===== config.mk =====
export PLATFORM = sky130hd
export DESIGN_NAME = fault_line_channel_response
export DESIGN_NICKNAME = d
export VERILOG_FILES = /design/src/core/fault_line_pkg.sv /design/src/core/fault_line_channel_response.sv
export SDC_FILE = /design/constraint.sdc
export NUM_CORES = 1
export LEC_CHECK = 0
export ABC_AREA = 1
export BUFFER_PORTS_ARGS = -buffer_cell sky130_fd_sc_hd__buf_4
export CORE_MARGIN = 3
export CORE_UTILIZATION = 25
export DETAILED_ROUTE_END_ITERATION = 6
export PLACE_DENSITY = 0.47
export REMOVE_ABC_BUFFERS = 1
export SYNTH_ARGS = -nofsm -noshare
export SYNTH_HDL_FRONTEND = slang
export SYNTH_SLANG_ARGS = --single-unit

===== constraint.sdc =====
create_clock -name CLK -period 1.6 [get_ports CLK]
set_input_delay 0.32 -clock CLK [delete_from_list [all_inputs] [get_ports CLK]]
set_output_delay 0.32 -clock CLK [all_outputs]
set_load 0.02 [all_outputs]

===== src/core/fault_line_pkg.sv =====
// constants for the fault-line channel response block
// assumes a 50 MHz core clock and a serial command front end outside this block
package fault_line_pkg;
    // ========================================================
    // register selectors on the command port
    localparam logic [1:0] SEL_ZONE0_LINE_A = 2'h0;
    localparam logic [1:0] SEL_ZONE0_LINE_B = 2'h1;
    localparam logic [1:0] SEL_ZONE1_LINE_A = 2'h2;
    localparam logic [1:0] SEL_ZONE1_LINE_B = 2'h3;
    // ========================================================
    // field layout and reset values
    localparam int RESP_LSB = 0;
    localparam int RESP_WIDTH = 4;
    localparam logic [7:0] RESP_RESET = 8'h00;
    localparam logic [3:0] RESERVED_READ = 4'h0;
    // ========================================================
    // timing
    localparam int CLK_HZ = 50000000;
    localparam int QUALIFY_NS = 10000;
    localparam int QUALIFY_CYCLES = (QUALIFY_NS * (CLK_HZ / 1000000) + 999) / 1000;
    localparam int QUAL_CNT_W = 10;
    localparam logic [QUAL_CNT_W-1:0] QUALIFY_COUNT = QUAL_CNT_W'(QUALIFY_CYCLES);
    // ========================================================
    // per-channel response states
    typedef enum logic [2:0] {
        CH_RUN = 3'b001,
        CH_OFF = 3'b010,
        CH_RESTART = 3'b100
    } chan_state_t;
endpackage : fault_line_pkg


===== src/core/fault_line_channel_response.sv =====
// fault-line qualification and per-channel shutdown / restart control
// assumes fault lines arrive asynchronously, low active, and that the power
// sequencer outside honours turn-on delay and ramp when it sees restart
// the command front end decodes register addresses onto CMD_SEL
`timescale 1ns/100ps
`default_nettype none
module fault_line_channel_response
    import fault_line_pkg::*;
(
    input wire logic CLK,
    input wire logic ARST_N,
    input wire logic [3:0] FAULT_LINE_IN_N,
    output logic [3:0] FAULT_LINE_OUT,
    output logic [3:0] FAULT_LINE_OE,
    input wire logic [7:0] CHAN_FAULTED_OFF,
    input wire logic [1:0] FAULT_LINE_DRIVE_ENABLE,
    input wire logic CMD_WRITE,
    input wire logic CMD_READ,
    input wire logic [1:0] CMD_SEL,
    input wire logic [7:0] CMD_WDATA,
    output logic [7:0] CMD_RDATA,
    input wire logic [7:0] STATUS_CLEAR,
    output logic [7:0] STATUS_FAULT_LINE_OFF,
    output logic HOST_ALERT_LINE_N,
    output logic [7:0] CHAN_ENABLE,
    output logic [7:0] CHAN_RESTART
);
    // ========================================================
    // response registers, indexed by selector: zone*2 + line
    logic [RESP_WIDTH-1:0] resp [4];
    // line order: 0 zone0 A, 1 zone0 B, 2 zone1 A, 3 zone1 B
    logic [3:0] sync1, sync2, sync3;
    logic [3:0] line_low;
    logic [QUAL_CNT_W-1:0] qual_cnt [4];
    logic [3:0] qualified;
    chan_state_t ch_state [8];
    logic [7:0] trip;
    // decode and helper terms
    logic [3:0] wr_hit;
    logic [RESP_WIDTH-1:0] rd_sel;
    logic [3:0] qual_done;
    logic [1:0] zone_pull;
    logic alert_cause;

    // ========================================================
    // command port: write decode and response registers
    // one strobe per register, so each entry keeps a flop of its own
    always_comb begin
        wr_hit = 4'h0;
        if (CMD_WRITE) begin
            wr_hit[CMD_SEL] = 1'b1;
        end
    end

    // register writes keep only the four channel bits; reserved bits are dropped
    generate
        for (genvar r = 0; r < 4; r++) begin : g_resp
            always_ff @(posedge CLK or negedge ARST_N) begin
                if (!ARST_N) begin
                    resp[r] <= RESP_RESET[RESP_WIDTH-1:0];
                end else if (wr_hit[r]) begin
                    resp[r] <= CMD_WDATA[RESP_LSB +: RESP_WIDTH];
                end
            end
        end
    endgenerate

    // read mux on the selector codes; all four codes decode, so no default
    always_comb begin
        rd_sel = '0;
        unique case (CMD_SEL)
            SEL_ZONE0_LINE_A: begin
                rd_sel = resp[0];
            end
            SEL_ZONE0_LINE_B: begin
                rd_sel = resp[1];
            end
            SEL_ZONE1_LINE_A: begin
                rd_sel = resp[2];
            end
            SEL_ZONE1_LINE_B: begin
                rd_sel = resp[3];
            end
        endcase
    end

    // read data is registered and holds until the next read strobe
    // upper nibble is fixed at zero, whatever was written there
    always_ff @(posedge CLK or negedge ARST_N) begin
        if (!ARST_N) begin
            CMD_RDATA <= 8'h00;
        end else if (CMD_READ) begin
            CMD_RDATA <= {RESERVED_READ, rd_sel};
        end
    end

    // ========================================================
    // line input synchroniser: three flops per line
    // stages reset to the released level, so no false assertion follows reset
    generate
        for (genvar l = 0; l < 4; l++) begin : g_sync
            always_ff @(posedge CLK or negedge ARST_N) begin
                if (!ARST_N) begin
                    sync1[l] <= 1'b1;
                    sync2[l] <= 1'b1;
                    sync3[l] <= 1'b1;
                end else begin
                    sync1[l] <= FAULT_LINE_IN_N[l];
                    sync2[l] <= sync1[l];
                    sync3[l] <= sync2[l];
                end
            end

            // filtered level moves only once stages 2 and 3 agree
            // this costs a cycle but rejects a stage that is still settling
            always_ff @(posedge CLK or negedge ARST_N) begin
                if (!ARST_N) begin
                    line_low[l] <= 1'b0;
                end else if (sync2[l] == sync3[l]) begin
                    line_low[l] <= ~sync3[l]; // low means asserted
                end
            end
        end
    endgenerate

    // ========================================================
    // per-line 10 us qualification; a short pulse restarts the count
    generate
        for (genvar l = 0; l < 4; l++) begin : g_line
            // terminal count: the line has now been low for the full 10 us
            assign qual_done[l] = (qual_cnt[l] >= QUALIFY_COUNT - 1'b1);

            // low-time counter; parks at terminal count so it can never wrap
            always_ff @(posedge CLK or negedge ARST_N) begin
                if (!ARST_N) begin
                    qual_cnt[l] <= '0;
                end else if (!line_low[l]) begin
                    qual_cnt[l] <= '0;
                end else if (!qual_done[l]) begin
                    qual_cnt[l] <= qual_cnt[l] + 1'b1;
                end
            end

            // qualified flag stands while the line stays low past the count
            always_ff @(posedge CLK or negedge ARST_N) begin
                if (!ARST_N) begin
                    qualified[l] <= 1'b0;
                end else if (!line_low[l]) begin
                    qualified[l] <= 1'b0;
                end else if (qual_done[l]) begin
                    qualified[l] <= 1'b1;
                end
            end
        end
    endgenerate

    // ========================================================
    // per-channel shutdown and restart
    generate
        for (genvar c = 0; c < 8; c++) begin : g_chan
            localparam int Z = c / 4;
            localparam int B = c % 4;
            // zone z line A is index 2z, line B is 2z+1; bit B maps to channel 4z+B
            logic hit_a, hit_b, held;
            assign hit_a = resp[2*Z][B] & qualified[2*Z];
            assign hit_b = resp[2*Z+1][B] & qualified[2*Z+1];
            // a cleared bit never lets its line through
            assign held = (resp[2*Z][B] & line_low[2*Z]) | (resp[2*Z+1][B] & line_low[2*Z+1]);
            assign trip[c] = hit_a | hit_b;

            // channel state: run, off while any watched line holds, one restart cycle
            always_ff @(posedge CLK or negedge ARST_N) begin
                if (!ARST_N) begin
                    ch_state[c] <= CH_RUN;
                end else begin
                    unique case (ch_state[c])
                        CH_RUN: begin
                            if (trip[c]) begin
                                ch_state[c] <= CH_OFF;
                            end
                        end
                        CH_OFF: begin
                            // stays off while any enabled watched line is still low
                            if (!held) begin
                                ch_state[c] <= CH_RESTART;
                            end
                        end
                        CH_RESTART: begin
                            ch_state[c] <= CH_RUN;
                        end
                        default: begin
                            ch_state[c] <= CH_RUN;
                        end
                    endcase
                end
            end

            // enable falls on the trip and rises when the watched lines release
            always_ff @(posedge CLK or negedge ARST_N) begin
                if (!ARST_N) begin
                    CHAN_ENABLE[c] <= 1'b1;
                end else begin
                    unique case (ch_state[c])
                        CH_RUN: begin
                            if (trip[c]) begin
                                CHAN_ENABLE[c] <= 1'b0;
                            end
                        end
                        CH_OFF: begin
                            if (!held) begin
                                CHAN_ENABLE[c] <= 1'b1;
                            end
                        end
                        CH_RESTART: begin
                            CHAN_ENABLE[c] <= 1'b1;
                        end
                        default: begin
                            CHAN_ENABLE[c] <= 1'b1;
                        end
                    endcase
                end
            end

            // restart is a one-cycle request; the sequencer applies delay and ramp
            // the block does not time them itself, so it needs no ramp counters
            always_ff @(posedge CLK or negedge ARST_N) begin
                if (!ARST_N) begin
                    CHAN_RESTART[c] <= 1'b0;
                end else if (ch_state[c] == CH_OFF && !held) begin
                    CHAN_RESTART[c] <= 1'b1;
                end else begin
                    CHAN_RESTART[c] <= 1'b0;
                end
            end

            // sticky status: a new trip beats a clear in the same cycle
            always_ff @(posedge CLK or negedge ARST_N) begin
                if (!ARST_N) begin
                    STATUS_FAULT_LINE_OFF[c] <= 1'b0;
                end else if (trip[c] && ch_state[c] == CH_RUN) begin
                    STATUS_FAULT_LINE_OFF[c] <= 1'b1;
                end else if (STATUS_CLEAR[c]) begin
                    STATUS_FAULT_LINE_OFF[c] <= 1'b0;
                end
            end
        end
    endgenerate

    // ========================================================
    // alert cause: any pending status bit, or a trip on any channel, which stands while its line stays qualified low
    // the trip term lets alert fall on the same edge as the enable
    assign alert_cause = |(STATUS_FAULT_LINE_OFF | trip);

    // alert is low active and registered so the pin never glitches
    always_ff @(posedge CLK or negedge ARST_N) begin
        if (!ARST_N) begin
            HOST_ALERT_LINE_N <= 1'b1;
        end else begin
            HOST_ALERT_LINE_N <= ~alert_cause;
        end
    end

    // zone pull request: any faulted-off channel of the zone, if propagation is on
    generate
        for (genvar z = 0; z < 2; z++) begin : g_zone
            assign zone_pull[z] = FAULT_LINE_DRIVE_ENABLE[z] & (|CHAN_FAULTED_OFF[4*z +: 4]);
        end
    endgenerate

    // open-drain data: the pin is only ever pulled low, never driven high
    always_ff @(posedge CLK or negedge ARST_N) begin
        if (!ARST_N) begin
            FAULT_LINE_OUT <= 4'h0;
        end else begin
            FAULT_LINE_OUT <= 4'h0;
        end
    end

    // output enable per line; both lines of a zone carry the zone's fault
    generate
        for (genvar l = 0; l < 4; l++) begin : g_drive
            always_ff @(posedge CLK or negedge ARST_N) begin
                if (!ARST_N) begin
                    FAULT_LINE_OE[l] <= 1'b0;
                end else begin
                    FAULT_LINE_OE[l] <= zone_pull[l / 2];
                end
            end
        end
    endgenerate
endmodule : fault_line_channel_response
`default_nettype wire


[Yosys cells after proc, flatten, opt, wreduce, memory -nomap -nowiden]
Index checks and enable logic that the tools add are counted.
Word-level totals
  register bits: 131
  word-level logic and storage cells: 314
Operators by class
  add/sub/neg operators: 4
  order comparisons: 6
  equal/unequal tests: 47
  multiplexer cells: 92
  bitwise logic cells: 56
  reductions and logical operators: 45
Operators by type and width (count)
  10-bit 2-to-1 mux: 8
  1-bit 2-to-1 mux: 49
  3-bit 2-to-1 mux: 16
  3-bit one-hot mux with 2 select lines: 8
  10-bit by 1-bit adder with 10-bit output, second input constant: 4
  10-bit by 9-bit greater-or-equal comparator with 1-bit output, second input constant: 4
  2-bit != test, second input constant: 20
  1-bit bitwise AND: 34
  3-bit by 1-bit equality test with 1-bit output, second input constant: 8
  3-bit by 2-bit equality test with 1-bit output, second input constant: 8
  1-bit logical AND: 17
  1-bit bitwise OR: 16
  1-bit one-hot mux with 2 select lines: 8
  4-bit one-hot mux with 4 select lines: 1
  2-bit AND reduction: 8
  2-bit nonzero test: 8
  1-bit zero test: 8
  2-bit by 1-bit != test with 1-bit output, second input constant: 4
  8-bit bitwise OR: 1
  4-bit OR reduction: 2
  8-bit OR reduction: 1
  1-bit NOT: 5
  1-bit equality test: 4
  2-bit equality test, second input constant: 2
  6 further kinds: 6

[Depth between registers and ports, before layout]
  word-level depth: 5
  depth in mapped cells: 9
  depth with buffers taken out: 9

[Least setup slack after synthesis]
No wires, ideal clock.
  kind: reg2reg
  start point: register qual_cnt[20] (netlist bit)
  end point: register qualified[1]
  library setup time: 0.117 ns
  arrival time: 1.268 ns
  required time: 1.483 ns
  path slack: 0.215 ns
  stages on the path, launching flop included: 9
  period minus slack after synthesis: 1.385 ns
  path through: dfrtp_1 > ha_1 > nor2_1 > nand2_1 > nand3b_2 > nand2_2 > buf_6 > o21ai_1 > inv_1
On the way
  longest elaborated chain between the ends: 2
Ends and longest elaborated chain
  start, declared: RTL line fault_line_channel_response.sv:34  | logic [QUAL_CNT_W-1:0] qual_cnt [4];
  start signal, assigned by index: RTL line fault_line_channel_response.sv:140  | qual_cnt[l] <= qual_cnt[l] + 1'b1;
  10-bit by 9-bit greater-or-equal comparator with 1-bit output: RTL line fault_line_channel_response.sv:131  | assign qual_done[l] = (qual_cnt[l] >= QUALIFY_COUNT - 1'b1);
  2-bit by 1-bit != test with 1-bit output (no source line)
  end signal, assigned by index: RTL line fault_line_channel_response.sv:147  | qualified[l] <= 1'b0;
  end signal, assigned by index: RTL line fault_line_channel_response.sv:149  | qualified[l] <= 1'b0;
  end signal, assigned by index: RTL line fault_line_channel_response.sv:151  | qualified[l] <= 1'b1;
  end, declared: RTL line fault_line_channel_response.sv:35  | logic [3:0] qualified;
Every way passes these cells.
A chain may end at the register's enable or synchronous reset.

[Worst setup path after layout]
  start point: register qual_cnt[30] (netlist bit)
  end point: register qual_cnt[31] (netlist bit)
On the way
  longest elaborated chain between the ends: 3
  elaborated cells on any way between the ends: 5
  classes of those cells: add/sub: 1; order compare: 1; eq/ne: 1; mux: 2
Ends and longest elaborated chain
  10-bit by 1-bit adder with 10-bit output: RTL line fault_line_channel_response.sv:140
  10-bit 2-to-1 mux: RTL line fault_line_channel_response.sv:139  | end else if (!qual_done[l]) begin
  10-bit 2-to-1 mux: RTL line fault_line_channel_response.sv:137  | end else if (!line_low[l]) begin
Parallel ways exist; a longest one is shown, timed or not. The select of a mux whose other input is x is not followed.

==> out/summary.txt <==
fraction of the mapped netlist area in compound gates = 7.50%
Max Fclk = 677 MHz
DP Wirelength = 10,300 µm
register area share after synthesis = 53.8%
status = finished clean
Worst-path clk slew = 0.05 ns
ranking of synthesized cells by area = dfrtp_1, nand2_1, dfstp_2, inv_1, nand3_1
multiplexer area fraction after synthesis = 0%
drt wl/cell = 11.7 µm
most frequent CP cell = nand2_1
largest area contributor in the synthesized netlist = dfrtp_1
most numerous cell in the Yosys netlist = nand2_1
Leakage Power = 3.83 nW
TritonCTS Sinks = 131
endpoints failing setup = 0
routed vias = 4,929
setup slack after layout = 0.123 ns
worst path arrival time = 1.82 ns
Min Hold Slack = 0.0273 ns
switching pwr = 2.22 mW
CTS tree = built
num rows = 56
Synth Area in Adders = 0.813%
vias in the first global route = 4,733
Total GRT Usage = 11.1%
Post-Synth Simple-Gate Area = 28.3%
critical path peak fanout = 10
Min-Delay Path Class = in2reg
Max Slew Vio Count = 0
Inst Count DP = 1,149
Fin. Hold Viols = 0
CP required = 1.95 ns
dpl ws = 0.0813 ns
Clock Skew = 0.0102 ns
grt total ovfl = 0
Initial Util = 25.9%
CP bufs+invs = 1
postcts setup bufs = 0
PwrDens = 1090 mW/mm²
CP max-delay cell = dfrtp_1
Final Core Density = 32.6%
Mapped Cells = 760
hold path endpoint = sync1[3]$_DFF_PN1_
syn_area_per_cell = 8.10 µm²
Max-Cap Viols = 0
crit-path max cell delay = 0.41 ns
worst setup path startpoint = qual_cnt[30]$_DFFE_PN0P_
worst-path cell chain = ha_1, nor2_2, nand2_1, nand2_1, nand2_1, buf_4, nor2_1, nand2_1, nand2_1
sw frac = 26.3%
DR iter-0 viols = 255
reg2reg path depth = 9
fin cells = 1,185
FF+latch count, synth = 131
r2r endpoint = qual_cnt[31]$_DFFE_PN0P_
post-synth top area share = 41.4%
n_diodes = 0
Top FF cell, synth = dfrtp_1
H-tree Lvls = 4
worst hold path cell count = 1
final cycle utilization of the critical path = 92.3%
layout cells sized above 1 = 19.2%
VDD IR max = 0.414 mV
largest family of logic cells by synthesized area = simple AND/OR/NAND/NOR gates
Crit. End Element = register
number of routed nets with antenna violations = 0
clk buf depth = 2
Final nets = 893
async set or reset register ratio after synthesis = 100%
internal power = 6.22 mW
vias per cell = 4.16
sequential share of power = 44.2%
EDFF count, synth = 0
largest net degree at the start of global routing = 41
area delta synth->final = 26.1%
Netlist cell types = 30
Comb power frac = 10.1%
core area = 0.0238 mm²
Final GP Congestion = 0.809
Hold Path Origin = FAULT_LINE_IN_N[3]
WS Path Type = reg2reg
Die H = 163 µm
die span in x = 163 µm
Clk pwr share = 45.7%
Period minus WS final = 1.48 ns
synthesized cell area = 0.00616 mm²
CTS root buffer = clkbuf_16
Largest delay share family, worst path = simple AND/OR/NAND/NOR gates
Remaining DRCs = 0
CP startpoint kind = register
Synth Area in XOR/XNOR = 0.995%
Reg2Reg Setup Slack = 0.12 ns
CTS buffer count = 17
I/O Buffers = 64
most common library cells after synthesis = nand2_1, dfrtp_1, inv_1
worst r2r src = qual_cnt[30]$_DFFE_PN0P_
Clk Latency, worst-skew pair = 0.41 ns
first-pass GRT wire length = 23,400 µm
I/O pin total = 77
die area = 0.0266 mm²
initial antenna violation count = 0
Total Wirelength = 13,900 µm
YS warnings = 0
drt first pass iters = 4
[layout by cell type, fill, tap and decap left out]
cell	count
nand3_2	1
ha_1	4
a21oi_1	15
nand2_4	4
nor3_1	15
nor2_2	5
clkbuf_8	2
inv_1	98
nor3b_1	2
xor2_1	7
buf_6	1
dlygate4sd3_1	4
dfrtp_1	102
o21ai_1	5
conb_1	8
o21ai_0	54
nand2_2	2
nand4_1	5
clkbuf_1	1
dfstp_2	29
clkbuf_16	17
inv_6	1
buf_12	3
clkinv_2	3
nor2_1	67
bufinv_16	2
o211ai_1	3
clkinvlp_4	4
o21bai_1	1
nand3b_2	1
o21ai_2	7
nand2_1	226
buf_4	81
nor4_1	18
clkinv_4	2
nand3_1	65
inv_2	1
[layer usage]
layer | share of wire [%] | track usage, % | vias to the layer above
li1 | - | - | 2603
met1 | 49 | 15.1 | 2249
met2 | 46 | 17.2 | 66
met3 | 3.8 | 3.00 | 11
met4 | 1.1 | 3.23 | 0
met5 | 0 | 0 | -
[cell families after synthesis]
kind of cell | after synthesis
DFF | 131
adders and majority gates | 4
other | 1
AOI/OAI and AO/OA | 85
and+or+nand+nor | 411
xor gates and xnor gates | 7
buffers and inverters | 121
[final cells by class]
type                            instances  area (µm²)
Clock buffer                           20         457
Clock inverter                         12         131
Fill cell                            2540       16100
Inverter                               99         372
Multi-Input combinational cell        515        2370
Sequential cell                       131        3310
Tap cell                              319         399
Timing Repair Buffer                   89         719
[power groups by stage]
stage	Combinational, mW	Clock, mW	Sequential [mW]
6_report	0.854	3.85	3.73
3_5_place_dp	0.860	0	3.79
5_1_grt	0.987	4.12	3.77
4_1_cts	0.869	3.98	3.73
3_3_place_gp	0.852	0	3.78
2_1_floorplan	0.439	0	3.78
[sequential cells by signal, indices dropped and copies added (netlist names)]
signal / cells
STATUS_FAULT_LINE_OFF: 8
CMD_RDATA: 4
line_low: 4
qual_cnt: 40
sync1: 4
CHAN_RESTART: 8
resp: 16
sync2: 4
FAULT_LINE_OE: 2
ch_state: 24
qualified: 4
HOST_ALERT_LINE_N: 1
CHAN_ENABLE: 8
sync3: 4
[worst max path at each step]
stage	end	slack, ns	cells after the start
after floorplan	qualified[0]$_DFFE_PN0P_	0.14	7
after global placement	qual_cnt[27]$_DFFE_PN0P_	0.08	8
after detailed placement	qual_cnt[22]$_DFFE_PN0P_	0.08	8
after CTS	qual_cnt[22]$_DFFE_PN0P_	0.07	8
after global routing	qual_cnt[31]$_DFFE_PN0P_	-0.002	9
final	qual_cnt[31]$_DFFE_PN0P_	0.12	9
[metrics by stage]
stage	power (mW)	TNS [ns]	area (µm²)
2_1_floorplan	4.22	0	6030
3_3_place_gp	4.64	0	7110
3_5_place_dp	4.65	0	7110
4_1_cts	8.58	0	7740
5_1_grt	8.88	-0.00163	7760
6_report	8.44	0	7760
[what timing repair did]
item                                   4_1_cts  5_1_grt
hold buffers                                 4        0
setup endpoints to repair                    0       20
endpoints found under the hold margin       28        0
resized for setup                            0        7
No activity file was read; power rests on OpenSTA's default activity.
